===== src/pps_pkg.sv =====
package pps_pkg;
  // register word offsets on the avalon bus
  localparam logic [3:0] ADDR_SEL_OFS = 4'h0;
  localparam logic [3:0] PIN_EN_OFS = 4'h1;
  localparam logic [3:0] BUF_STAT_OFS = 4'h2;
  localparam logic [3:0] PAD_CFG_OFS = 4'h3;
  localparam logic [3:0] OUT_ONE_OFS = 4'h4;
  localparam logic [3:0] OUT_TWO_OFS = 4'h5;
  localparam logic [3:0] IN_ONE_OFS = 4'h6;
  localparam logic [3:0] IN_TWO_OFS = 4'h7;
  localparam logic [3:0] IRQ_STAT_OFS = 4'h8;
  localparam logic [3:0] IRQ_EN_OFS = 4'h9;
  localparam logic [3:0] IRQ_CLR_OFS = 4'hA;
  localparam logic [3:0] SLAVE_CTL_OFS = 4'hB;

  // status and config field positions
  localparam int INPUT_ALL_FULL_BIT = 15;
  localparam int INPUT_OVERFLOW_BIT = 14;
  localparam int INPUT_SLOT_LSB = 8;
  localparam int OUTPUT_ALL_EMPTY_BIT = 7;
  localparam int OUTPUT_UNDERFLOW_BIT = 6;
  localparam int OUTPUT_SLOT_LSB = 0;
  localparam int INPUT_LEVEL_SELECT_BIT = 0;
  localparam int CHIP_SELECT_ONE_BIT = 14;
  localparam int SLAVE_AUTOINC_BIT = 0;

  // reset values, write masks and the unmapped read value
  localparam logic [15:0] ADDR_SEL_RST = 16'h0000;
  localparam logic [15:0] PIN_EN_RST = 16'h0000;
  localparam logic [15:0] PAD_CFG_RST = 16'h0000;
  localparam logic [15:0] ADDR_SEL_MASK = 16'h47FF;
  localparam logic [15:0] PAD_CFG_MASK = 16'h0003;
  localparam logic [31:0] UNMAPPED_READ = 32'h0000_0000;

  localparam int NUM_SLOTS = 4;
  localparam int NUM_EVENTS = 4;

  typedef struct packed {
    logic rd;
    logic wr;
    logic [1:0] sel;
    logic [7:0] data;
  } pps_host_req_t;
endpackage


===== src/pps_slot.sv =====
`timescale 1ns/1ps
module pps_slot
  import pps_pkg::*;
(
  input wire logic clk,
  input wire logic rst,
  input wire logic host_wr,
  input wire logic host_rd,
  input wire logic [7:0] host_data,
  input wire logic sw_wr,
  input wire logic sw_rd,
  input wire logic [7:0] sw_data,
  output logic [7:0] in_byte_q,
  output logic [7:0] out_byte_q,
  output logic in_full_q,
  output logic out_empty_q,
  output logic overflow,
  output logic underflow
);
  assign overflow = host_wr && in_full_q;
  assign underflow = host_rd && out_empty_q;

  always_ff @(posedge clk) begin
    if (rst) begin
      in_byte_q <= 8'h00;
      out_byte_q <= 8'h00;
      in_full_q <= 1'b0;
      out_empty_q <= 1'b1;
    end else begin
      if (host_wr && !in_full_q) begin
        in_byte_q <= host_data;
      end
      if (host_wr) begin
        in_full_q <= 1'b1;
      end else if (sw_rd) begin
        in_full_q <= 1'b0;
      end
      if (sw_wr) begin
        out_byte_q <= sw_data;
        out_empty_q <= 1'b0;
      end else if (host_rd) begin
        out_empty_q <= 1'b1;
      end
    end
  end
endmodule


===== src/pps_top.sv =====
// Summary of operation
// - host write to full slot sets overflow
// - host read of empty slot sets underflow
// - two select lines pick one of four bytes
// - level select bit: ttl set, schmitt clear
// - output slot flag reads one while empty
// - four-byte buffer with select and autoincrement
//
// Added by the designer: the placing of the registers and the Avalon-MM register port.
`timescale 1ns/1ps
module pps_top
  import pps_pkg::*;
(
  input wire logic clk,
  input wire logic rst,
  input wire logic [3:0] avs_address,
  input wire logic avs_read,
  input wire logic avs_write,
  input wire logic [31:0] avs_writedata,
  input wire logic [3:0] avs_byteenable,
  output logic [31:0] avs_readdata,
  output logic avs_waitrequest,
  input wire logic host_cs_pin,
  input wire logic host_rd_pin,
  input wire logic host_wr_pin,
  input wire logic [1:0] slave_byte_select_lines,
  input wire logic [7:0] host_data_in,
  output logic [7:0] host_data_out,
  output logic host_data_oe,
  output logic input_level_select,
  output logic irq
);
  // pin synchronisers
  logic [11:0] pin_s1_q;
  logic [11:0] pin_s2_q;
  logic rd_prev_q;
  logic wr_prev_q;
  always_ff @(posedge clk) begin
    if (rst) begin
      pin_s1_q <= 12'h000;
      pin_s2_q <= 12'h000;
      rd_prev_q <= 1'b0;
      wr_prev_q <= 1'b0;
    end else begin
      pin_s1_q <= {host_cs_pin, host_rd_pin, host_wr_pin, slave_byte_select_lines,
                   host_data_in[6:0]};
      pin_s2_q <= pin_s1_q;
      rd_prev_q <= pin_s2_q[10] && pin_s2_q[11];
      wr_prev_q <= pin_s2_q[9] && pin_s2_q[11];
    end
  end
  logic data7_s1_q;
  logic data7_s2_q;
  always_ff @(posedge clk) begin
    if (rst) begin
      data7_s1_q <= 1'b0;
      data7_s2_q <= 1'b0;
    end else begin
      data7_s1_q <= host_data_in[7];
      data7_s2_q <= data7_s1_q;
    end
  end

  // registers
  logic [15:0] addr_sel_q;
  logic [15:0] pin_en_q;
  logic [15:0] pad_cfg_q;
  logic slave_autoinc_q;
  logic [1:0] auto_ptr_q;
  logic [NUM_EVENTS-1:0] irq_stat_q;
  logic [NUM_EVENTS-1:0] irq_en_q;
  logic input_overflow_flag_q;
  logic output_underflow_flag_q;

  // host request, qualified by chip select
  pps_host_req_t req;
  wire rd_level = pin_s2_q[10] && pin_s2_q[11];
  wire wr_level = pin_s2_q[9] && pin_s2_q[11];
  wire [1:0] pin_sel = pin_s2_q[8:7];
  wire [1:0] req_sel = slave_autoinc_q ? auto_ptr_q : pin_sel;
  assign req = '{
    rd: rd_level && !rd_prev_q,
    wr: wr_level && !wr_prev_q,
    sel: req_sel,
    data: {data7_s2_q, pin_s2_q[6:0]}
  };

  // bus decode
  wire bus_req = avs_read || avs_write;
  logic ack_q;
  wire acc = bus_req && !ack_q;
  wire wr_acc = avs_write && acc;
  wire rd_acc = avs_read && acc;
  wire lo_en = avs_byteenable[0];
  wire hi_en = avs_byteenable[1];
  wire hit_addr = avs_address == ADDR_SEL_OFS;
  wire hit_pin = avs_address == PIN_EN_OFS;
  wire hit_stat = avs_address == BUF_STAT_OFS;
  wire hit_pad = avs_address == PAD_CFG_OFS;
  wire hit_out1 = avs_address == OUT_ONE_OFS;
  wire hit_out2 = avs_address == OUT_TWO_OFS;
  wire hit_in1 = avs_address == IN_ONE_OFS;
  wire hit_in2 = avs_address == IN_TWO_OFS;
  wire hit_ist = avs_address == IRQ_STAT_OFS;
  wire hit_ien = avs_address == IRQ_EN_OFS;
  wire hit_iclr = avs_address == IRQ_CLR_OFS;
  wire hit_ctl = avs_address == SLAVE_CTL_OFS;

  // four byte slots
  logic [NUM_SLOTS-1:0] in_full;
  logic [NUM_SLOTS-1:0] out_empty;
  logic [NUM_SLOTS-1:0] ovf;
  logic [NUM_SLOTS-1:0] unf;
  logic [7:0] in_bytes [NUM_SLOTS];
  logic [7:0] out_bytes [NUM_SLOTS];
  genvar g;
  generate
    for (g = 0; g < NUM_SLOTS; g++) begin : g_slot
      wire sel_me = req.sel == 2'(g);
      wire pair_wr = (g < 2) ? (wr_acc && hit_out1) : (wr_acc && hit_out2);
      wire pair_rd = (g < 2) ? (rd_acc && hit_in1) : (rd_acc && hit_in2);
      wire lane_en = (g % 2 == 0) ? lo_en : hi_en;
      pps_slot u_slot (
        .clk(clk),
        .rst(rst),
        .host_wr(req.wr && sel_me),
        .host_rd(req.rd && sel_me),
        .host_data(req.data),
        .sw_wr(pair_wr && lane_en),
        .sw_rd(pair_rd && lane_en),
        .sw_data((g % 2 == 0) ? avs_writedata[7:0] : avs_writedata[15:8]),
        .in_byte_q(in_bytes[g]),
        .out_byte_q(out_bytes[g]),
        .in_full_q(in_full[g]),
        .out_empty_q(out_empty[g]),
        .overflow(ovf[g]),
        .underflow(unf[g])
      );
    end
  endgenerate

  wire any_ovf = |ovf;
  wire any_unf = |unf;
  wire input_all_full_flag = &in_full;
  wire output_all_empty = &out_empty;
  wire [15:0] stat_word = {input_all_full_flag, input_overflow_flag_q, 2'b00, in_full,
                           output_all_empty, output_underflow_flag_q, 2'b00, out_empty};

  // interrupt events: overflow, underflow, input all full, output all empty
  logic all_full_prev_q;
  logic all_empty_prev_q;
  wire [NUM_EVENTS-1:0] events = {output_all_empty && !all_empty_prev_q,
                                  input_all_full_flag && !all_full_prev_q, any_unf, any_ovf};
  wire [NUM_EVENTS-1:0] clr_bits = (wr_acc && hit_iclr) ? avs_writedata[3:0] : 4'h0;

  // software write of zero to a status error flag bit clears that flag (set wins)
  wire stat_wr_hi = wr_acc && hit_stat && hi_en;
  wire stat_wr_lo = wr_acc && hit_stat && lo_en;
  wire ovf_d = any_ovf || (input_overflow_flag_q &&
               !(stat_wr_hi && !avs_writedata[INPUT_OVERFLOW_BIT]));
  wire unf_d = any_unf || (output_underflow_flag_q &&
               !(stat_wr_lo && !avs_writedata[OUTPUT_UNDERFLOW_BIT]));

  always_ff @(posedge clk) begin
    if (rst) begin
      input_overflow_flag_q <= 1'b0;
      output_underflow_flag_q <= 1'b0;
      irq_stat_q <= 4'h0;
      all_full_prev_q <= 1'b0;
      all_empty_prev_q <= 1'b1;
    end else begin
      input_overflow_flag_q <= ovf_d;
      output_underflow_flag_q <= unf_d;
      irq_stat_q <= events | (irq_stat_q & ~clr_bits);
      all_full_prev_q <= input_all_full_flag;
      all_empty_prev_q <= output_all_empty;
    end
  end

  // config registers
  wire [15:0] be_mask = {{8{hi_en}}, {8{lo_en}}};
  always_ff @(posedge clk) begin
    if (rst) begin
      addr_sel_q <= ADDR_SEL_RST;
      pin_en_q <= PIN_EN_RST;
      pad_cfg_q <= PAD_CFG_RST;
      irq_en_q <= 4'h0;
      slave_autoinc_q <= 1'b0;
    end else if (wr_acc) begin
      if (hit_addr) begin
        addr_sel_q <= ((avs_writedata[15:0] & be_mask) | (addr_sel_q & ~be_mask))
                      & ADDR_SEL_MASK;
      end
      if (hit_pin) begin
        pin_en_q <= (avs_writedata[15:0] & be_mask) | (pin_en_q & ~be_mask);
      end
      if (hit_pad && lo_en) begin
        pad_cfg_q <= avs_writedata[15:0] & PAD_CFG_MASK;
      end
      if (hit_ien && lo_en) begin
        irq_en_q <= avs_writedata[3:0];
      end
      if (hit_ctl && lo_en) begin
        slave_autoinc_q <= avs_writedata[SLAVE_AUTOINC_BIT];
      end
    end
  end

  // auto-increment pointer walks the four slots
  always_ff @(posedge clk) begin
    if (rst) begin
      auto_ptr_q <= 2'b00;
    end else if (slave_autoinc_q && (req.rd || req.wr)) begin
      auto_ptr_q <= auto_ptr_q + 2'b01;
    end else if (!slave_autoinc_q) begin
      auto_ptr_q <= 2'b00;
    end
  end

  // read mux
  wire [31:0] rd_mux =
    hit_addr ? {16'h0000, addr_sel_q} :
    hit_pin ? {16'h0000, pin_en_q} :
    hit_stat ? {16'h0000, stat_word} :
    hit_pad ? {16'h0000, pad_cfg_q} :
    hit_out1 ? {16'h0000, out_bytes[1], out_bytes[0]} :
    hit_out2 ? {16'h0000, out_bytes[3], out_bytes[2]} :
    hit_in1 ? {16'h0000, in_bytes[1], in_bytes[0]} :
    hit_in2 ? {16'h0000, in_bytes[3], in_bytes[2]} :
    hit_ist ? {28'h000_0000, irq_stat_q} :
    hit_ien ? {28'h000_0000, irq_en_q} :
    hit_ctl ? {31'h0000_0000, slave_autoinc_q} :
    UNMAPPED_READ;

  // one wait cycle: waitrequest drops in the cycle after the request
  always_ff @(posedge clk) begin
    if (rst) begin
      ack_q <= 1'b0;
      avs_waitrequest <= 1'b1;
      avs_readdata <= 32'h0000_0000;
    end else begin
      ack_q <= acc;
      avs_waitrequest <= !acc;
      if (rd_acc) begin
        avs_readdata <= rd_mux;
      end
    end
  end

  // host data out and pad outputs
  wire [7:0] host_byte = out_bytes[req.sel];
  always_ff @(posedge clk) begin
    if (rst) begin
      host_data_out <= 8'h00;
      host_data_oe <= 1'b0;
      input_level_select <= 1'b0;
      irq <= 1'b0;
    end else begin
      if (req.rd) begin
        host_data_out <= host_byte;
      end
      host_data_oe <= rd_level;
      input_level_select <= pad_cfg_q[INPUT_LEVEL_SELECT_BIT];
      irq <= |(irq_stat_q & irq_en_q);
    end
  end
endmodule


===== config.mk =====
export PLATFORM = sky130hd
export DESIGN_NAME = pps_top
export DESIGN_NICKNAME = d
export VERILOG_FILES = /design/src/pps_pkg.sv /design/src/pps_slot.sv /design/src/pps_top.sv
export SDC_FILE = /design/constraint.sdc
export NUM_CORES = 1
export LEC_CHECK = 0
export BUFFER_PORTS_ARGS = -buffer_cell sky130_fd_sc_hd__buf_2
export CELL_PAD_IN_SITES_DETAIL_PLACEMENT = 0
export CELL_PAD_IN_SITES_GLOBAL_PLACEMENT = 1
export CORE_MARGIN = 2
export CORE_UTILIZATION = 48
export CTS_CLUSTER_SIZE = 30
export DETAILED_ROUTE_END_ITERATION = 8
export PLACE_DENSITY = 0.83
export SLEW_MARGIN = 20
export SYNTH_ARGS = -nofsm -noshare
export SYNTH_HDL_FRONTEND = slang
export SYNTH_HIERARCHICAL = 1
export SYNTH_SLANG_ARGS = --single-unit

===== constraint.sdc =====
create_clock -name clk -period 3.8 [get_ports clk]
set_input_delay 0.19 -clock clk [delete_from_list [all_inputs] [get_ports clk]]
set_output_delay 0.19 -clock clk [all_outputs]
set_load 0.03 [all_outputs]

==> results summary <==
The congestion estimate from routability-driven global placement came to 0.936. The top-area cell type share of the netlist area came out at 43.6%. The floorplan step set the die height to 133 um. The clock sink count came out at 173. The first TritonRoute pass finished after 5 iterations. The headroom to the max-slew limit is 30.8%.

The wire length of the first global-routing pass is 33,600 um. Setup violations remaining at the end of the flow were counted as 0. The clock tree from TritonCTS is built. The startpoint identified for the worst hold timing path is avs_writedata[13].

Among all cell types in the netlist, the one instantiated most often is sky130_fd_sc_hd__dfxtp_1. The placed cell area is 0.00831 mm^2. The count of final hold-check violations is 0. The number of antenna violations at the first check in global routing came out at 0. The synthesized design contains 0 enable-type register cells. The worst setup slack after layout is 1190 ps.

The die is 133 um wide. The number of diodes added for antenna fixing came out at 0. The design draws 0.00402 W.

Before CTS, the worst setup slack after placement is 1210 ps. For the pin with the worst max-slew slack, the measured transition is 1040 ps. The maximum number of pins on one net before global-route repair came out at 85. In this run the number of H-tree levels came out at 4. For the worst setup path, the data arrival time is 2890 ps.

The area enclosed by the die boundary is 0.0176 mm^2. The commonest cells after synthesis are sky130_fd_sc_hd__dfxtp_1, sky130_fd_sc_hd__nor2_1, sky130_fd_sc_hd__o21ai_0. The tool flagged a number of max-cap violations equal to 0. The worst setup path is launched from a flop.

The total power per unit cell area came out at 442 mW/mm^2. For this run, the number of standard cells in the final layout without fillers is 1,157. Setup repair after global routing left no endpoint under its margin. The peak ir drop on the vdd network is 0.334 mV. The share of post-route cells with drive strength above 1 came out at 15.5%. Clock tree synthesis inserted a total of 17 buffers. Once placement completed, the tool counted placed cells totaling 1,110. In this run the deepest clock path goes through 2 buffers. STA classifies the critical path endpoint as a flop. Of all nets on the critical path, the largest fanout is 23.

Across every metal layer, demand over resource in global routing totals 24.8%. After synthesis, the mean cell area works out to 9.13 um^2. CTS placed an instance of sky130_fd_sc_hd__clkbuf_16 at the clock tree root. The biggest area contributor in the post-synthesis netlist is sky130_fd_sc_hd__dfxtp_1. The average routed wire per standard cell came out at 18.8 um.

The number of warnings issued by yosys is 6. The accumulated negative setup slack is 0 ps. The total leakage power came out at 3.40 nW.

The count of final max-slew check failures came to 0. The net count of the finished layout is 981. The initial utilization of the core area, before any placement, comes to 48.6%. After routing the design area is 0.00909 mm^2.

The post-route DRC violation count came out at 0. The placed wire-length estimate is 14,900 um. The synthesized instance count is 870.

The number of flip-flops and latches in the synthesized netlist is 173. The cell area that synthesis handed to floorplanning was 0.00794 mm^2. The post-CTS clock slew at the launch and capture registers of the worst setup and hold paths is 60 ps. Compared with the post-synthesis result, the final layout area differs by 14.4%. The vias per cell came out at 5.57. The first routing iteration left 444 violations.

The number of global-route vias before repair is 5,900. The maximum operating frequency is 383 MHz. The post-synthesis sequential area ratio is 43.6%. The row count came out at 47. Input and output buffers added on the ports amount to 66.

At the worst endpoint, the required time is 4080 ps. Wires add up to 21,800 um. The setup path with the least slack is of type reg2reg. The number of top-level pins is 101. The maximum clock skew at final layout is 8.35 ps. The reg-to-reg setup timing slack is 1190 ps. The count of nets left with antenna violations once routing finished came out at 0. The critical path starts at slave_autoinc_q$_SDFFE_PP0P_.

The routed design could run at a clock period as short as 2610 ps. The run finished with clean final reports. The total vias in the final route is 6,441.

The startpoint identified for the worst register-to-register timing path is slave_autoinc_q$_SDFFE_PP0P_. Of the available clock period, the critical path in the final layout requires 68.6%. For this run, the leading register cell type out of synthesis is sky130_fd_sc_hd__dfxtp_1. The type of the most critical hold path is in2reg. After filler insertion, the fill cell instance count of the layout stands at 1,553.

The standard cell core area is 0.0163 mm^2. The total overflow left after global routing is 0. The clock reaches the later pin of the worst-skew pair after 430 ps. After synthesis, the cell types taking the most area are sky130_fd_sc_hd__dfxtp_1, sky130_fd_sc_hd__mux2i_1, sky130_fd_sc_hd__nand4bb_1. The number of distinct standard cells referenced by the synthesized netlist is 57. After synthesis, the share of flip-flops with an asynchronous set or reset is 0%.
-- report_power, final --
| part | internal, W | switching, W | total (W) | leakage [nW] |
|---|---|---|---|---|
| Clock | 0.00113 | 0.000730 | 0.00186 | 0.311 |
| Sequential | 0.00184 | 0.0000178 | 0.00186 | 1.40 |
| Combinational | 0.000102 | 0.000202 | 0.000304 | 1.68 |
-- per-stage QoR --
| stage | hold WS, ps | utilization (%) |
|---|---|---|
| floorplan | 318 | - |
| global placement | 396 | 50.8 |
| detailed placement | 403 | 50.8 |
| CTS | 10.7 | 55.6 |
| global route | 26.2 | 55.6 |
| finish | 25.4 | 55.6 |
-- layer usage --
metal,routed length [um],share of wire (%),global-route usage [%],vias to the layer above
li1,-,-,-,3116
met4,641,2.9,10.3,0
met3,1160,5.3,4.87,38
met2,9950,46,38.5,205
met1,10100,46,34.0,3082
met5,0,0,0,-
-- cell families (layout without fill, tap and decap cells) --
| kind of cell | after synthesis | after routing | share of synthesized area, % |
|---|---|---|---|
| buf+inv | 91 | 143 | 6.41 |
| mux | 82 | 82 | 12.3 |
| compound gates | 185 | 185 | 13.1 |
| xor+xnor | 1 | 1 | 0.110 |
| flops | 173 | 173 | 43.6 |
| other cells | 1 | 16 | 0.0472 |
| simple gates | 337 | 337 | 24.4 |
-- repair_timing --
action / in CTS / in global routing
hold buffers: 15 / 0
endpoints found under the hold margin: 14 / 0
gates resized for setup: 0 / 0
buffers inserted: 0 / 0
-- cell type report --
class                      count  area, um^2  share of cell area, %
sequential                   173        3460                   38.1
clock inverter                 8         130                   1.43
tap                          220         275                   3.03
timing repair buffer         100         638                   7.02
inverter                      11        41.3                  0.454
clock buffer                  24         502                   5.52
multi-input combinational    621        4040                   44.4
-- final timing paths --
kind / endpoint / depth (start not counted)
setup / recovery: input_overflow_flag_q$_SDFF_PP0_ / 8
setup reg to reg: input_overflow_flag_q$_SDFF_PP0_ / 8
hold reg to reg: pin_s2_q[11]$_SDFF_PP0_ / 1
hold / removal: g_slot[1].u_slot/out_byte_q[5]$_SDFFE_PP0P_ / 3
-- layout by cell type (no fill, tap or decap), types with 4 or more instances in the layout --
| cell type | instances |
|---|---|
| sky130_fd_sc_hd__dfxtp_1 | 173 |
| sky130_fd_sc_hd__nand2b_1 | 42 |
| sky130_fd_sc_hd__nor3_1 | 16 |
| sky130_fd_sc_hd__nor2_1 | 78 |
| sky130_fd_sc_hd__and2_1 | 10 |
| sky130_fd_sc_hd__buf_2 | 65 |
| sky130_fd_sc_hd__dlygate4sd3_1 | 15 |
| sky130_fd_sc_hd__clkbuf_16 | 17 |
| sky130_fd_sc_hd__nand3_1 | 13 |
| sky130_fd_sc_hd__o21bai_1 | 6 |
| sky130_fd_sc_hd__nand2_1 | 66 |
| sky130_fd_sc_hd__inv_1 | 11 |
| sky130_fd_sc_hd__conb_1 | 16 |
| sky130_fd_sc_hd__nand4bb_1 | 32 |
| sky130_fd_sc_hd__buf_4 | 19 |
| sky130_fd_sc_hd__nor2b_1 | 36 |
| sky130_fd_sc_hd__mux2i_1 | 68 |
| sky130_fd_sc_hd__nor4_1 | 4 |
| sky130_fd_sc_hd__nor3b_1 | 4 |
| sky130_fd_sc_hd__clkinv_4 | 4 |
| sky130_fd_sc_hd__nor2b_4 | 4 |
| sky130_fd_sc_hd__o21ai_0 | 71 |
| sky130_fd_sc_hd__mux4_2 | 11 |
| sky130_fd_sc_hd__and2_0 | 5 |
| sky130_fd_sc_hd__a22oi_1 | 7 |
| sky130_fd_sc_hd__o21ai_1 | 5 |
| sky130_fd_sc_hd__and3_1 | 7 |
| sky130_fd_sc_hd__a21oi_1 | 67 |
| sky130_fd_sc_hd__o211ai_1 | 6 |
| sky130_fd_sc_hd__clkbuf_8 | 5 |
| sky130_fd_sc_hd__a221oi_1 | 7 |
-- critical path, stage by stage (launching register included) --
cell	delay, ps
sky130_fd_sc_hd__dfxtp_1	510
sky130_fd_sc_hd__mux2i_4	270
sky130_fd_sc_hd__buf_4	350
sky130_fd_sc_hd__or3_1	210
sky130_fd_sc_hd__nor2_1	50
sky130_fd_sc_hd__buf_4	180
sky130_fd_sc_hd__and2_1	160
sky130_fd_sc_hd__nor4_1	600
sky130_fd_sc_hd__a21oi_1	130
Power figures use the tool's default switching activity.
